==> src/rtl/pdil_pkg.sv <==
// shared constants and types of the program and debug instruction layer
package pdil_pkg;

  // ----------------------------------------------------------------------
  // instruction byte layout
  // ----------------------------------------------------------------------
  localparam int OPC_LSB = 5;
  localparam int MODE_LSB = 2;
  localparam int SIZEB_LSB = 0;
  localparam int KEY_SIB_BIT = 2;
  localparam logic [2:0] OP_DIRECT_LOAD = 3'h0;
  localparam logic [2:0] OP_INDIRECT_LOAD = 3'h1;
  localparam logic [2:0] OP_DIRECT_STORE = 3'h2;
  localparam logic [2:0] OP_INDIRECT_STORE = 3'h3;
  localparam logic [2:0] OP_CTRL_LOAD = 3'h4;
  localparam logic [2:0] OP_REPEAT = 3'h5;
  localparam logic [2:0] OP_CTRL_STORE = 3'h6;
  localparam logic [2:0] OP_KEY = 3'h7;

  // pointer_mode_field codes
  localparam logic [1:0] PTR_AT = 2'h0;
  localparam logic [1:0] PTR_INC = 2'h1;
  localparam logic [1:0] PTR_REG = 2'h2;

  // key size codes and frame counts
  localparam logic [1:0] KEY_SIZE_64 = 2'h0;
  localparam logic [4:0] KEY_BYTES = 5'h08;
  localparam logic [4:0] SIB_SHORT_BYTES = 5'h08;
  localparam logic [4:0] SIB_LONG_BYTES = 5'h10;

  localparam logic [7:0] ACK_CHAR = 8'h40;

  // ----------------------------------------------------------------------
  // control space map, fields and reset values
  // ----------------------------------------------------------------------
  localparam logic [3:0] CS_STATUS_A = 4'h0;
  localparam logic [3:0] CS_STATUS_B = 4'h1;
  localparam logic [3:0] CS_CTRL_A = 4'h2;
  localparam logic [3:0] CS_CTRL_B = 4'h3;
  localparam int INTERBYTE_DELAY_ENABLE_BIT = 7;
  localparam logic [2:0] GUARD_RST = 3'h0;
  localparam logic INTERBYTE_DELAY_ENABLE_RST = 1'b0;

  // idle bit counts
  localparam logic [3:0] GUARD_MIN_BITS = 4'h2;
  localparam logic [3:0] IDLE_NORMAL_BITS = 4'h2;
  localparam logic [3:0] IDLE_EXTRA_BITS = 4'h2;

  // error_signature_field codes
  localparam logic [2:0] ERR_NONE = 3'h0;
  localparam logic [2:0] ERR_LINK = 3'h1;
  localparam logic [2:0] ERR_BUS = 3'h2;
  localparam logic [2:0] ERR_INSTR = 3'h3;

  typedef enum logic [2:0] {
    S_SYNC = 3'h0,
    S_INSTR = 3'h1,
    S_ADDR = 3'h2,
    S_DATA = 3'h3,
    S_BUS = 3'h4,
    S_TX = 3'h5,
    S_ERR = 3'h6
  } pdil_state_t;

endpackage : pdil_pkg

==> src/rtl/pdil_gap_timer.sv <==
// idle bit counter that paces each transmitted byte
`timescale 1ns/1ps
`default_nettype none
module pdil_gap_timer #(
  parameter int CNT_W = 4
) (
  input wire logic ref_clk,
  input wire logic reset,
  input wire logic start,
  input wire logic [CNT_W-1:0] bits,
  input wire logic bitTick,
  output logic done
);

  logic [CNT_W-1:0] cnt_r;
  logic [CNT_W-1:0] cnt_nxt;

  generate
    if (CNT_W < 2) begin : gBadWidth
      $error("gap counter too narrow");
    end
  endgenerate

  // load on start, then one step per bit period
  always_comb begin
    cnt_nxt = cnt_r;
    if (start) begin
      cnt_nxt = bits;
    end else if (bitTick && (cnt_r != '0)) begin
      cnt_nxt = cnt_r - 1'b1;
    end
  end

  always_ff @(posedge ref_clk) begin
    if (reset) begin
      cnt_r <= '0;
    end else begin
      cnt_r <= cnt_nxt;
    end
  end

  // count only: a start term here would loop back through the caller's ready path
  assign done = (cnt_r == '0);

endmodule : pdil_gap_timer
`default_nettype wire

==> src/rtl/pdil_core.sv <==
// instruction layer of the single-wire program and debug port
// What this block does
// - indirect load data starts only after guard time; pointer loads alike
// - store with pointer mode 0x2 takes Size B pointer bytes, then acknowledges
// - mode 0x0 keeps pointer; mode 0x1 advances it by Size B after write
// - store data acknowledge sent only after a successful bus write
// - address and data operands up to 32 bits, chosen by size fields
// - control load takes its address from instruction bits 3:0, own registers only, one byte
// - control load byte follows the guard time after direction change
// - control store byte follows instruction at once, no response
// - repeat loads counter; next instruction runs counter plus one times
// - all but repeat repeatable; later iterations carry operands only
// - only a break aborts a running repeat
// - repeated indirect load streams blocks; guard only before first
// - without post-increment every iteration hits the same address
// - key takes only 64 bits; info block at most 128 bits
// - key gets no response; info block obeys current guard setting
// - two idle bits between bytes, two more with interbyte delay
// - interbyte delay never adds to the guard before first byte
// - info block readable any time outside the error state, sent as ASCII characters
// - each sync character raises a timer capture event
// - guard idle bits precede first reply byte after receiving
// - any link error blocks all requests until a break
`timescale 1ns/1ps
`default_nettype none
module pdil_core #(
  // ASCII text of the information block; value is arbitrary
  parameter logic [127:0] SIB_TEXT = "PDILFAM0NVM1OCD1",
  // status byte revision; value is arbitrary
  parameter logic [7:0] VERSION = 8'h10
) (
  input wire logic ref_clk,
  input wire logic reset,
  input wire logic rxValid,
  input wire logic [7:0] rxData,
  input wire logic rxSync,
  input wire logic rxBreak,
  input wire logic rxError,
  input wire logic bitTick,
  output logic txValid,
  output logic [7:0] txData,
  input wire logic txReady,
  output logic busReq,
  output logic busWrite,
  output logic [31:0] busAddr,
  output logic [31:0] busWdata,
  output logic [1:0] busSize,
  input wire logic busDone,
  input wire logic busOk,
  input wire logic [31:0] busRdata,
  output logic syncEvent,
  output logic keyValid,
  output logic [63:0] keyData,
  output logic [2:0] guardIntervalSetting,
  output logic interbyteDelayEnable,
  output logic [2:0] errorSignature,
  output logic repeatActive
);
  import pdil_pkg::*;

  // ----------------------------------------------------------------------
  // state and decode
  // ----------------------------------------------------------------------
  pdil_state_t state_r, state_nxt;
  logic [7:0] instr_r, instr_nxt;
  logic [31:0] addr_r, addr_nxt;
  logic [31:0] ptr_r, ptr_nxt;
  logic [31:0] data_r, data_nxt;
  logic [63:0] key_r, key_nxt;
  logic [31:0] busAddr_r, busAddr_nxt;
  logic [4:0] idx_r, idx_nxt;
  logic [7:0] repeat_r, repeat_nxt;
  logic sendAck_r, sendAck_nxt;
  logic ackPhase_r, ackPhase_nxt;
  logic firstTx_r, firstTx_nxt;
  logic [2:0] guard_r, guard_nxt;
  logic interbyte_delay_enable_r, interbyte_delay_enable_nxt;
  logic [2:0] errSig_r, errSig_nxt;
  logic syncEvent_r, keyValid_r, keyValid_nxt;
  logic [7:0] txData_r, txByte, csRead;
  logic [2:0] opc;
  logic [1:0] mode;
  logic [3:0] csAddr;
  logic [4:0] aBytes, bBytes, rxCount, txCount;
  logic [31:0] addrIn, dataIn;
  logic [6:0] sibPos;
  logic [3:0] guardBits, interBits, gapBits;
  logic txFire, lastTx, rxLast, done, gapStart, gapDone, isStore, isDirect;

  assign opc = instr_r[OPC_LSB +: 3];
  assign mode = instr_r[MODE_LSB +: 2];
  assign csAddr = instr_r[3:0];
  // mode bits size the address only for direct ops; indirect ones use the low size field
  assign aBytes = isDirect ? ({3'h0, mode} + 5'h01) : bBytes;
  assign bBytes = {3'h0, instr_r[SIZEB_LSB +: 2]} + 5'h01;
  assign isStore = (opc == OP_DIRECT_STORE) || (opc == OP_INDIRECT_STORE);
  assign isDirect = (opc == OP_DIRECT_LOAD) || (opc == OP_DIRECT_STORE);
  assign sibPos = 7'h7F - {idx_r[3:0], 3'h0};
  assign guardBits = {1'b0, guard_r} + GUARD_MIN_BITS;
  assign interBits = interbyte_delay_enable_r ? IDLE_NORMAL_BITS + IDLE_EXTRA_BITS : IDLE_NORMAL_BITS;

  // first state of each iteration; later iterations skip sync and opcode
  function automatic pdil_state_t iterStart(input logic [7:0] ins);
    logic [2:0] op;
    logic [1:0] md;
    op = ins[OPC_LSB +: 3];
    md = ins[MODE_LSB +: 2];
    case (op)
      OP_DIRECT_LOAD: iterStart = S_ADDR;
      OP_DIRECT_STORE: iterStart = S_ADDR;
      OP_INDIRECT_STORE: iterStart = (md == PTR_REG) ? S_ADDR : S_DATA;
      OP_INDIRECT_LOAD: iterStart = (md == PTR_REG) ? S_TX : S_BUS;
      OP_CTRL_LOAD: iterStart = S_TX;
      OP_KEY: iterStart = ins[KEY_SIB_BIT] ? S_TX : S_DATA;
      default: iterStart = S_DATA;
    endcase
  endfunction : iterStart

  // ----------------------------------------------------------------------
  // byte counts, operand assembly and transmit byte choice
  // ----------------------------------------------------------------------
  always_comb begin
    rxCount = bBytes;
    if (state_r == S_ADDR) begin
      rxCount = aBytes;
    end else if (opc == OP_KEY) begin
      rxCount = KEY_BYTES;
    end else if ((opc == OP_REPEAT) || (opc == OP_CTRL_STORE)) begin
      rxCount = 5'h01;
    end
    txCount = bBytes;
    if (sendAck_r || (opc == OP_CTRL_LOAD)) begin
      txCount = 5'h01;
    end else if (opc == OP_KEY) begin
      txCount = (instr_r[1:0] == KEY_SIZE_64) ? SIB_SHORT_BYTES : SIB_LONG_BYTES;
    end else if ((opc == OP_INDIRECT_LOAD) && (mode == PTR_REG)) begin
      txCount = aBytes;
    end
    addrIn = (idx_r == 5'h00) ? 32'h0 : addr_r;
    addrIn[{idx_r[1:0], 3'h0} +: 8] = rxData;
    dataIn = (idx_r == 5'h00) ? 32'h0 : data_r;
    dataIn[{idx_r[1:0], 3'h0} +: 8] = rxData;
    // only this block's own registers answer a control load
    case (csAddr)
      CS_STATUS_A: csRead = VERSION;
      CS_STATUS_B: csRead = {5'h00, errSig_r};
      CS_CTRL_A: csRead = {5'h00, guard_r};
      CS_CTRL_B: csRead = {interbyte_delay_enable_r, 7'h00};
      default: csRead = 8'h00;
    endcase
    if (sendAck_r) begin
      txByte = ACK_CHAR;
    end else if (opc == OP_CTRL_LOAD) begin
      txByte = csRead;
    end else if (opc == OP_KEY) begin
      txByte = SIB_TEXT[sibPos -: 8];
    end else if ((opc == OP_INDIRECT_LOAD) && (mode == PTR_REG)) begin
      txByte = ptr_r[{idx_r[1:0], 3'h0} +: 8];
    end else begin
      txByte = data_r[{idx_r[1:0], 3'h0} +: 8];
    end
  end

  assign txFire = txValid && txReady;
  assign lastTx = (idx_r == txCount - 5'h01);
  assign rxLast = (idx_r == rxCount - 5'h01);

  // ----------------------------------------------------------------------
  // instruction sequencer
  // ----------------------------------------------------------------------
  always_comb begin
    state_nxt = state_r;
    instr_nxt = instr_r;
    addr_nxt = addr_r;
    ptr_nxt = ptr_r;
    data_nxt = data_r;
    key_nxt = key_r;
    idx_nxt = idx_r;
    repeat_nxt = repeat_r;
    sendAck_nxt = sendAck_r;
    ackPhase_nxt = ackPhase_r;
    firstTx_nxt = firstTx_r;
    guard_nxt = guard_r;
    interbyte_delay_enable_nxt = interbyte_delay_enable_r;
    errSig_nxt = errSig_r;
    keyValid_nxt = 1'b0;
    busAddr_nxt = busAddr_r;
    done = 1'b0;
    case (state_r)
      S_SYNC: begin
        if (rxSync) begin
          state_nxt = S_INSTR;
        end
      end
      S_INSTR: begin
        if (rxValid) begin
          instr_nxt = rxData;
          idx_nxt = 5'h00;
          sendAck_nxt = 1'b0;
          ackPhase_nxt = 1'b0;
          if ((rxData[OPC_LSB +: 3] == OP_KEY) && !rxData[KEY_SIB_BIT]
              && (rxData[1:0] != KEY_SIZE_64)) begin
            state_nxt = S_ERR;
            errSig_nxt = ERR_INSTR;
          end else begin
            state_nxt = iterStart(rxData);
          end
        end
      end
      S_ADDR: begin
        if (rxValid) begin
          addr_nxt = addrIn;
          idx_nxt = idx_r + 5'h01;
          if (rxLast) begin
            idx_nxt = 5'h00;
            if (opc == OP_DIRECT_LOAD) begin
              state_nxt = S_BUS;
            end else begin
              if (opc == OP_INDIRECT_STORE) begin
                ptr_nxt = addrIn;
              end
              sendAck_nxt = 1'b1;
              state_nxt = S_TX;
            end
          end
        end
      end
      S_DATA: begin
        if (rxValid) begin
          data_nxt = dataIn;
          key_nxt[{idx_r[2:0], 3'h0} +: 8] = rxData;
          idx_nxt = idx_r + 5'h01;
          if (rxLast) begin
            idx_nxt = 5'h00;
            case (opc)
              OP_CTRL_STORE: begin
                // only byte bits 2:0 (guard) or bit 7 (interbyte delay) land in the register, nothing is sent back
                if (csAddr == CS_CTRL_A) begin
                  guard_nxt = rxData[2:0];
                end
                if (csAddr == CS_CTRL_B) begin
                  interbyte_delay_enable_nxt = rxData[INTERBYTE_DELAY_ENABLE_BIT];
                end
                done = 1'b1;
              end
              OP_REPEAT: begin
                repeat_nxt = rxData;
                state_nxt = S_SYNC;
              end
              OP_KEY: begin
                keyValid_nxt = 1'b1;
                done = 1'b1;
              end
              default: state_nxt = S_BUS;
            endcase
          end
        end
      end
      S_BUS: begin
        if (busDone) begin
          if (!busOk) begin
            state_nxt = S_ERR;
            errSig_nxt = ERR_BUS;
          end else begin
            if (!isDirect && (mode == PTR_INC)) begin
              ptr_nxt = ptr_r + {27'h0, bBytes};
            end
            if (!isStore) begin
              data_nxt = busRdata;
            end
            sendAck_nxt = isStore;
            idx_nxt = 5'h00;
            state_nxt = S_TX;
          end
        end
      end
      S_TX: begin
        if (txFire) begin
          idx_nxt = idx_r + 5'h01;
          if (lastTx) begin
            idx_nxt = 5'h00;
            sendAck_nxt = 1'b0;
            if (sendAck_r && (opc == OP_DIRECT_STORE) && !ackPhase_r) begin
              ackPhase_nxt = 1'b1;
              state_nxt = S_DATA;
            end else begin
              done = 1'b1;
            end
          end
        end
      end
      S_ERR: state_nxt = S_ERR;
      default: state_nxt = S_SYNC;
    endcase
    // end of one iteration: run again from the operands or wait for sync
    if (done) begin
      ackPhase_nxt = 1'b0;
      if (repeat_r != 8'h00) begin
        repeat_nxt = repeat_r - 8'h01;
        state_nxt = iterStart(instr_r);
      end else begin
        state_nxt = S_SYNC;
      end
    end
    if (txFire) begin
      firstTx_nxt = 1'b0;
    end
    if (rxValid) begin
      firstTx_nxt = 1'b1;
    end
    if (rxError && (state_r != S_ERR)) begin
      state_nxt = S_ERR;
      errSig_nxt = ERR_LINK;
    end
    // break is the only way out of a repeat and out of the error state
    if (rxBreak) begin
      state_nxt = S_SYNC;
      repeat_nxt = 8'h00;
      sendAck_nxt = 1'b0;
      ackPhase_nxt = 1'b0;
    end
    // decode the incoming opcode: a load may go straight from S_INSTR to S_BUS
    if ((state_nxt == S_BUS) && (state_r != S_BUS)) begin
      busAddr_nxt = ((instr_nxt[OPC_LSB +: 3] == OP_DIRECT_LOAD)
          || (instr_nxt[OPC_LSB +: 3] == OP_DIRECT_STORE)) ? addr_nxt : ptr_nxt;
    end
  end

  // ----------------------------------------------------------------------
  // guard and interbyte pacing
  // ----------------------------------------------------------------------
  assign gapStart = (state_nxt == S_TX) && ((state_r != S_TX) || txFire);
  // after receiving, only the guard applies; otherwise only interbyte bits
  assign gapBits = firstTx_nxt ? guardBits : interBits;

  pdil_gap_timer #(
    .CNT_W(4)
  ) uGap (
    .ref_clk(ref_clk),
    .reset(reset),
    .start(gapStart),
    .bits(gapBits),
    .bitTick(bitTick),
    .done(gapDone)
  );

  always_ff @(posedge ref_clk) begin
    if (reset) begin
      state_r <= S_SYNC;
      instr_r <= 8'h00;
      addr_r <= 32'h0;
      ptr_r <= 32'h0;
      data_r <= 32'h0;
      key_r <= 64'h0;
      busAddr_r <= 32'h0;
      idx_r <= 5'h00;
      repeat_r <= 8'h00;
      sendAck_r <= 1'b0;
      ackPhase_r <= 1'b0;
      firstTx_r <= 1'b0;
      guard_r <= GUARD_RST;
      interbyte_delay_enable_r <= INTERBYTE_DELAY_ENABLE_RST;
      errSig_r <= ERR_NONE;
      keyValid_r <= 1'b0;
      syncEvent_r <= 1'b0;
      txData_r <= 8'h00;
    end else begin
      state_r <= state_nxt;
      instr_r <= instr_nxt;
      addr_r <= addr_nxt;
      ptr_r <= ptr_nxt;
      data_r <= data_nxt;
      key_r <= key_nxt;
      busAddr_r <= busAddr_nxt;
      idx_r <= idx_nxt;
      repeat_r <= repeat_nxt;
      sendAck_r <= sendAck_nxt;
      ackPhase_r <= ackPhase_nxt;
      firstTx_r <= firstTx_nxt;
      guard_r <= guard_nxt;
      interbyte_delay_enable_r <= interbyte_delay_enable_nxt;
      errSig_r <= errSig_nxt;
      keyValid_r <= keyValid_nxt;
      syncEvent_r <= rxSync;
      txData_r <= txByte;
    end
  end

  // ----------------------------------------------------------------------
  // outputs
  // ----------------------------------------------------------------------
  assign txValid = (state_r == S_TX) && gapDone;
  assign txData = txData_r;
  assign busReq = (state_r == S_BUS);
  assign busWrite = isStore;
  assign busAddr = busAddr_r;
  assign busWdata = data_r;
  assign busSize = instr_r[SIZEB_LSB +: 2];
  assign syncEvent = syncEvent_r;
  assign keyValid = keyValid_r;
  assign keyData = key_r;
  assign guardIntervalSetting = guard_r;
  assign interbyteDelayEnable = interbyte_delay_enable_r;
  assign errorSignature = errSig_r;
  assign repeatActive = (repeat_r != 8'h00);

  // ----------------------------------------------------------------------
  // checks
  // ----------------------------------------------------------------------
  // bit periods seen since the current gap began
  logic [3:0] gapTicks_r;
  always_ff @(posedge ref_clk) begin
    if (reset || gapStart) begin
      gapTicks_r <= 4'h0;
    end else if (bitTick && (gapTicks_r != 4'hF)) begin
      gapTicks_r <= gapTicks_r + 4'h1;
    end
  end
endmodule : pdil_core
`default_nettype wire

==> config.mk <==
export PLATFORM = sky130hd
export DESIGN_NAME = pdil_core
export DESIGN_NICKNAME = d
export VERILOG_FILES = /design/src/rtl/pdil_pkg.sv /design/src/rtl/pdil_gap_timer.sv /design/src/rtl/pdil_core.sv
export SDC_FILE = /design/constraint.sdc
export NUM_CORES = 1
export LEC_CHECK = 0
export ABC_CLOCK_PERIOD_IN_PS = 6600
export BUFFER_PORTS_ARGS = -buffer_cell sky130_fd_sc_hd__buf_2
export CAP_MARGIN = 20
export CORE_MARGIN = 3
export CORE_UTILIZATION = 38
export DETAILED_ROUTE_END_ITERATION = 8
export PLACE_DENSITY = 0.63
export SLEW_MARGIN = 10
export SYNTH_ARGS = -nofsm -noshare
export SYNTH_HDL_FRONTEND = slang
export SYNTH_SLANG_ARGS = --single-unit
==> constraint.sdc <==
create_clock -name ref_clk -period 6.6 [get_ports ref_clk]
set_clock_uncertainty 0.15 [all_clocks]
set_input_delay 0.33 -clock ref_clk [delete_from_list [all_inputs] [get_ports ref_clk]]
set_output_delay 0.33 -clock ref_clk [all_outputs]
set_load 0.02 [all_outputs]
Word level (Yosys, flattened, before mapping). Cells that the tools add are included. W data, S select, Z words.

Input port bits: 50. Output and inout bits: 151. Logic and storage cells: 262. Register bits: 240.

Reductions and logical operators: 58. Shifts and indexed selects: 7. Multiplexer cells: 110. Bitwise operators: 3. $add $sub $neg: 12. Eq/ne operators: 50.

Operators by type and width (number): $mux W32 (16); $shiftx A135 B8 Y8 const A (1); $pmux W32 S2 (2); $mux W8 (11); $mux W3 (23); $mux W5 (13); $bwmux W32 (2); $bwmux W64 (1); $shift A8 B8 Y64 const A (1); $shiftx A32 B6 Y8 (2); $shiftx A8 B8 Y64 (1); $eq A3 B3 Y1 const B (11); $add A32 B3 Y32 (1); $pmux W8 S4 (1); $shift A8 B7 Y32 const A (1); $shiftx A8 B7 Y32 (1); $pmux W3 S5 (2); $reduce_and A5 Y1 (6); $mux W1 (26); $ne A2 B2 Y1 const B (11); $eq A3 B2 Y1 const B (7); $pmux W3 S7 (1); $pmux W5 S4 (1); $mux W4 (4); other kinds (42) (94).

Depth between registers and ports, before layout.
Word-level depth: 17. Mapped depth: 19. Depth with buffers taken out: 15.

Hierarchy. A second synthesis with hierarchy kept.

Cell total of the unflattened synthesis: 1549. Area total of the unflattened synthesis: 12899.9 um2.

By module, submodules not included: pdil_core (cells an instance 1520, instances 1, sequential area each 4684.5 um2, area an instance 12637.1 um2); pdil_gap_timer (cells an instance 29, instances 1, sequential area each 80.1 um2, area an instance 262.8 um2).

Worst setup path after synthesis. OpenSTA, ideal clock, no wires.

Kind: register -> register. From: register instr_r[0]. To: register busAddr_r[1], in the netlist busAddr[1]. Setup slack: 2.265 ns. Clock period less this slack: 4.335 ns. Stages on the path, launching flop included: 18. Setup time: 0.123 ns. Required time: 6.327 ns. Arrival time: 4.061 ns. Buffers on the path: 2. Cells stage by stage: dfxtp_1 inv_1 ha_1 inv_1 or4_1 ha_1 xor2_1 o311ai_0 nor4b_1 nor3_1 nor4b_2 a41oi_2 or2_1 buf_4 o211a_4 nand3_2 buf_6 mux2_1.

Word-level cells in the longest chain between the ends: 15. Elaborated cells on any way between the ends: 39. Classes of those cells: add/sub (4); eq/ne (3); mux (30); reduce/logical (2).

Ends and longest elaborated chain: start: declaration (RTL line pdil_core.sv:65) `logic [7:0] instr_r, instr_nxt;`; start signal: assignment (RTL line pdil_core.sv:369) `instr_r <= instr_nxt;`; $add A2 B1 Y3 (RTL line pdil_core.sv:95) `assign bBytes = {3'h0, instr_r[SIZEB_LSB +: 2]} + 5'h01;`; $mux W5 (RTL line pdil_core.sv:94) `assign aBytes = isDirect ? ({3'h0, mode} + 5'h01) : bBytes;`; $mux W5 (RTL line pdil_core.sv:136) `end else if ((opc == OP_INDIRECT_LOAD) && (mode == PTR_REG)) begin`; $mux W5 (RTL line pdil_core.sv:134) `end else if (opc == OP_KEY) begin`; $mux W5 (RTL line pdil_core.sv:132) `if (sendAck_r || (opc == OP_CTRL_LOAD)) begin`; $sub A5 B1 Y5 (RTL line pdil_core.sv:165) `assign lastTx = (idx_r == txCount - 5'h01);`; $eq A5 B5 Y1 (RTL line pdil_core.sv:165); $mux W3 / $mux W1 (equally long branches) (RTL line pdil_core.sv:280) `if (lastTx) begin`; $mux W3 / $mux W1 (equally long branches) (RTL line pdil_core.sv:278) `if (txFire) begin`; $pmux W3 S7 / $pmux W1 S2 (equally long branches) (RTL line pdil_core.sv:189) `case (state_r)`; $mux W3 (RTL line pdil_core.sv:296) `if (done) begin`; $mux W3 (RTL line pdil_core.sv:311) `if (rxError && (state_r != S_ERR)) begin`; $mux W3 (RTL line pdil_core.sv:316) `if (rxBreak) begin`; $eq A3 B3 Y1 (RTL line pdil_core.sv:323) `if ((state_nxt == S_BUS) && (state_r != S_BUS)) begin`; $logic_and A1 B1 Y1 (RTL line pdil_core.sv:323); end signal: assignment (RTL line pdil_core.sv:374) `busAddr_r <= busAddr_nxt;`; end: declaration (RTL line pdil_core.sv:70) `logic [31:0] busAddr_r, busAddr_nxt;`.

Parallel ways exist; a longest one is shown, timed or not. A chain may end at the register's enable or synchronous reset.

Worst setup path after layout.
From: register instr_r[0]. To: register busAddr_r[27], in the netlist busAddr[27].

Same word-level chain as after synthesis.

==> flow_summary.json <==
{
  "outcome": "finished clean",
  "ir_drop_mv": 0.174,
  "hold_violations": 0,
  "slew_headroom": 0.253,
  "wirelength_mm": 48.2,
  "remaining_drc_errors": 0,
  "final_cell_mix": "238 x dfxtp_1, 229 x nor2_1, 198 x buf_2, 118 x a21oi_1, 101 x mux2i_1",
  "fin_nets": 1771,
  "dp_slack_ns": 1.25,
  "layout-drive-gt1-share": 0.189,
  "dieArea_um2": 36200,
  "power_density_nw_per_um2": 220,
  "rsz0062_at_grt": "false",
  "h-tree-depth": 1,
  "cp_max_fo": 15,
  "io_pins": 201,
  "finalNonFillerCells": 2157,
  "clock_path_buffers": 3,
  "n_antenna_cell": 0,
  "postRouteAntennaNets": 0,
  "grt_pass1_wl_mm": 72.6,
  "cp.arrival_ns": 5.71,
  "clock-sinks": 238,
  "first_pass_iters": 6,
  "syn_area_per_cell_um2": 8.37,
  "worst_skew_pair.late_latency_ns": 0.54,
  "synth_fp_nets": 1616,
  "synth.ff_latch_count": 238,
  "min_period_over_period": 0.826,
  "fmax_mhz": 183,
  "synth_edf_count": 0,
  "grtUsageTotal": 0.257,
  "setup_slack_ns": 1.15,
  "slew_violations": 0,
  "syn2layout_area_growth_pct": 19.4,
  "tritoncts": "built",
  "num-fill-cells": 3214,
  "cts_root_buf": "clkbuf_16",
  "setup_viol": 0,
  "yosys_warnings": 0,
  "die_width_um": 190,
  "worstSetupStartpointType": "register",
  "synthArstFlopShare": 0,
  "dr.first_iter.drc_count": 1512,
  "post_drt_via_cell_ratio": 5.83,
  "io_buffer_count": 199,
  "hold_class": "in -> reg",
  "netlist_area_um2": 12900,
  "cts_buffers": 27,
  "clkTransAtPathRegs_ns": 0.07,
  "die_h_um": 190,
  "grt_overflow": 0,
  "vias": 12600,
  "grt_max_degree": 113,
  "start_util": 0.391,
  "leakage_nw": 6.26,
  "grt_pass1_vias": 11800,
  "r2r_slack_ns": 1.15,
  "postCtsSetupBuffers": 0,
  "synth_cells": 1540,
  "gp_congestion": 0.936,
  "critPathKind": "reg -> reg",
  "worstPathRequired_ns": 6.86,
  "cp-end-kind": "register",
  "ys_seq_area_frac": 0.370,
  "routedWlPerCell_um": 22.3,
  "worstMarginPinSlew_ns": 1.12,
  "synth-main-ff-cell": "dfxtp_1",
  "final_common_cell": "dfxtp_1",
  "max_cap_viol_count": 0,
  "min_period_ns": 5.45,
  "coreArea_um2": 32900,
  "tns_ns": 0,
  "dp.cells": 2073,
  "std_cell_rows": 66,
  "antenna_found_initial": 1,
  "ys_types": 88,
  "hpwl_mm": 32.9
}
-- routing by layer --
metal | vias to the layer above | global-route usage | share of wire
met5 | - | 0 | 0.00027
met4 | 2 | 0.0658 | 0.025
met3 | 82 | 0.0582 | 0.10
met2 | 619 | 0.388 | 0.43
met1 | 5955 | 0.371 | 0.44
li1 | 5907 | - | -
-- layout make-up --
class                      instances  area [um^2]  share of cell area
inverter                          34          128             0.00830
tap                              442          553              0.0359
clock buffer                      41          788              0.0512
sequential                       238         4760               0.310
clock inverter                     8          126             0.00821
multi-input combinational       1136         7490               0.487
timing repair buffer             258         1540               0.100
-- where the power goes --
part | switching [mW] | total [mW] | internal [mW]
Clock | 0.631 | 1.57 | 0.939
Sequential | 0.0248 | 1.48 | 1.46
Combinational | 0.211 | 0.325 | 0.114
-- flip-flops by register name (all words and copies together) (netlist names), 2 cells and up --
register,flops
keyData,64
busWdata,32
txData,8
uGap.cnt_r,4
state_r,3
idx_r,5
ptr_r,32
addr_r,32
errorSignature,2
instr_r,7
guardIntervalSetting,3
busAddr,32
repeat_r,8
-- synthesized netlist by cell type, types with 12 or more instances --
| library cell | number | area share |
|---|---|---|
| nor3_1 | 31 | 0.012 |
| and3_1 | 49 | 0.024 |
| and2_1 | 15 | 0.0073 |
| o21ai_0 | 47 | 0.018 |
| inv_1 | 33 | 0.0096 |
| clkbuf_1 | 112 | 0.033 |
| a22oi_1 | 21 | 0.012 |
| nand3_1 | 27 | 0.010 |
| a21oi_1 | 118 | 0.046 |
| nor2_1 | 229 | 0.067 |
| o31ai_1 | 16 | 0.0093 |
| dfxtp_1 | 238 | 0.37 |
| ha_1 | 25 | 0.024 |
| mux4_2 | 18 | 0.031 |
| a211oi_1 | 47 | 0.027 |
| a31oi_1 | 19 | 0.0092 |
| nand2b_1 | 12 | 0.0058 |
| nand2_1 | 99 | 0.029 |
| mux2i_1 | 101 | 0.078 |
| o22ai_1 | 17 | 0.0083 |
| nor2b_1 | 16 | 0.0078 |
| a32oi_1 | 26 | 0.018 |
| nor4_1 | 15 | 0.0073 |
| nand4_1 | 12 | 0.0058 |
-- critical path, stage by stage, from the launching register on --
cell and delay (ns):
dfxtp_1 0.50, inv_1 0.19, ha_1 0.39, inv_1 0.09, or4_1 0.52, ha_1 0.30
xor2_1 0.30, o311ai_0 0.19, nor4b_1 0.29, nor3_1 0.16, nor4b_2 0.44, a41oi_2 0.15
nor3_1 0.44, o21a_1 0.26, nand3_2 0.39, buf_4 0.39, mux2i_1 0.15
-- timing repair --
| item | in CTS | in global routing |
|---|---|---|
| resized for setup | 0 | 0 |
| hold buffers | 34 | 0 |
| endpoints found under the setup margin | 0 | 0 |
| hold endpoints to repair | 34 | 0 |
-- final timing paths --
kind,cells past startpoint,startpoint,endpoint
hold / removal,3,rxError,errorSignature[0]
setup reg to reg,16,instr_r[0],busAddr[27]
hold reg to reg,2,busAddr[16],busAddr[16]
setup / recovery,16,instr_r[0],busAddr[27]
-- cell families after synthesis --
kind of cell | count (synthesis) | synth area share
compound gates | 410 | 0.215
xor+xnor | 14 | 0.00952
fa+ha+maj | 26 | 0.0258
buf+inv | 166 | 0.0536
flops | 238 | 0.370
mux | 124 | 0.114
other cells | 1 | 0.000291
simple gates | 561 | 0.212
-- through the flow --
stage,area (um^2),power [mW],hold WS (ns),utilization
after detailed placement,14100,1.82,0.296,0.428
after global placement,14100,1.82,0.293,0.428
after global routing,15400,3.49,0.0540,0.467
after CTS,15400,3.40,0.00682,0.466
after floorplan,12900,1.72,0.295,-
final,15400,3.38,0.0343,0.467
Power figures use the tool's default switching activity.
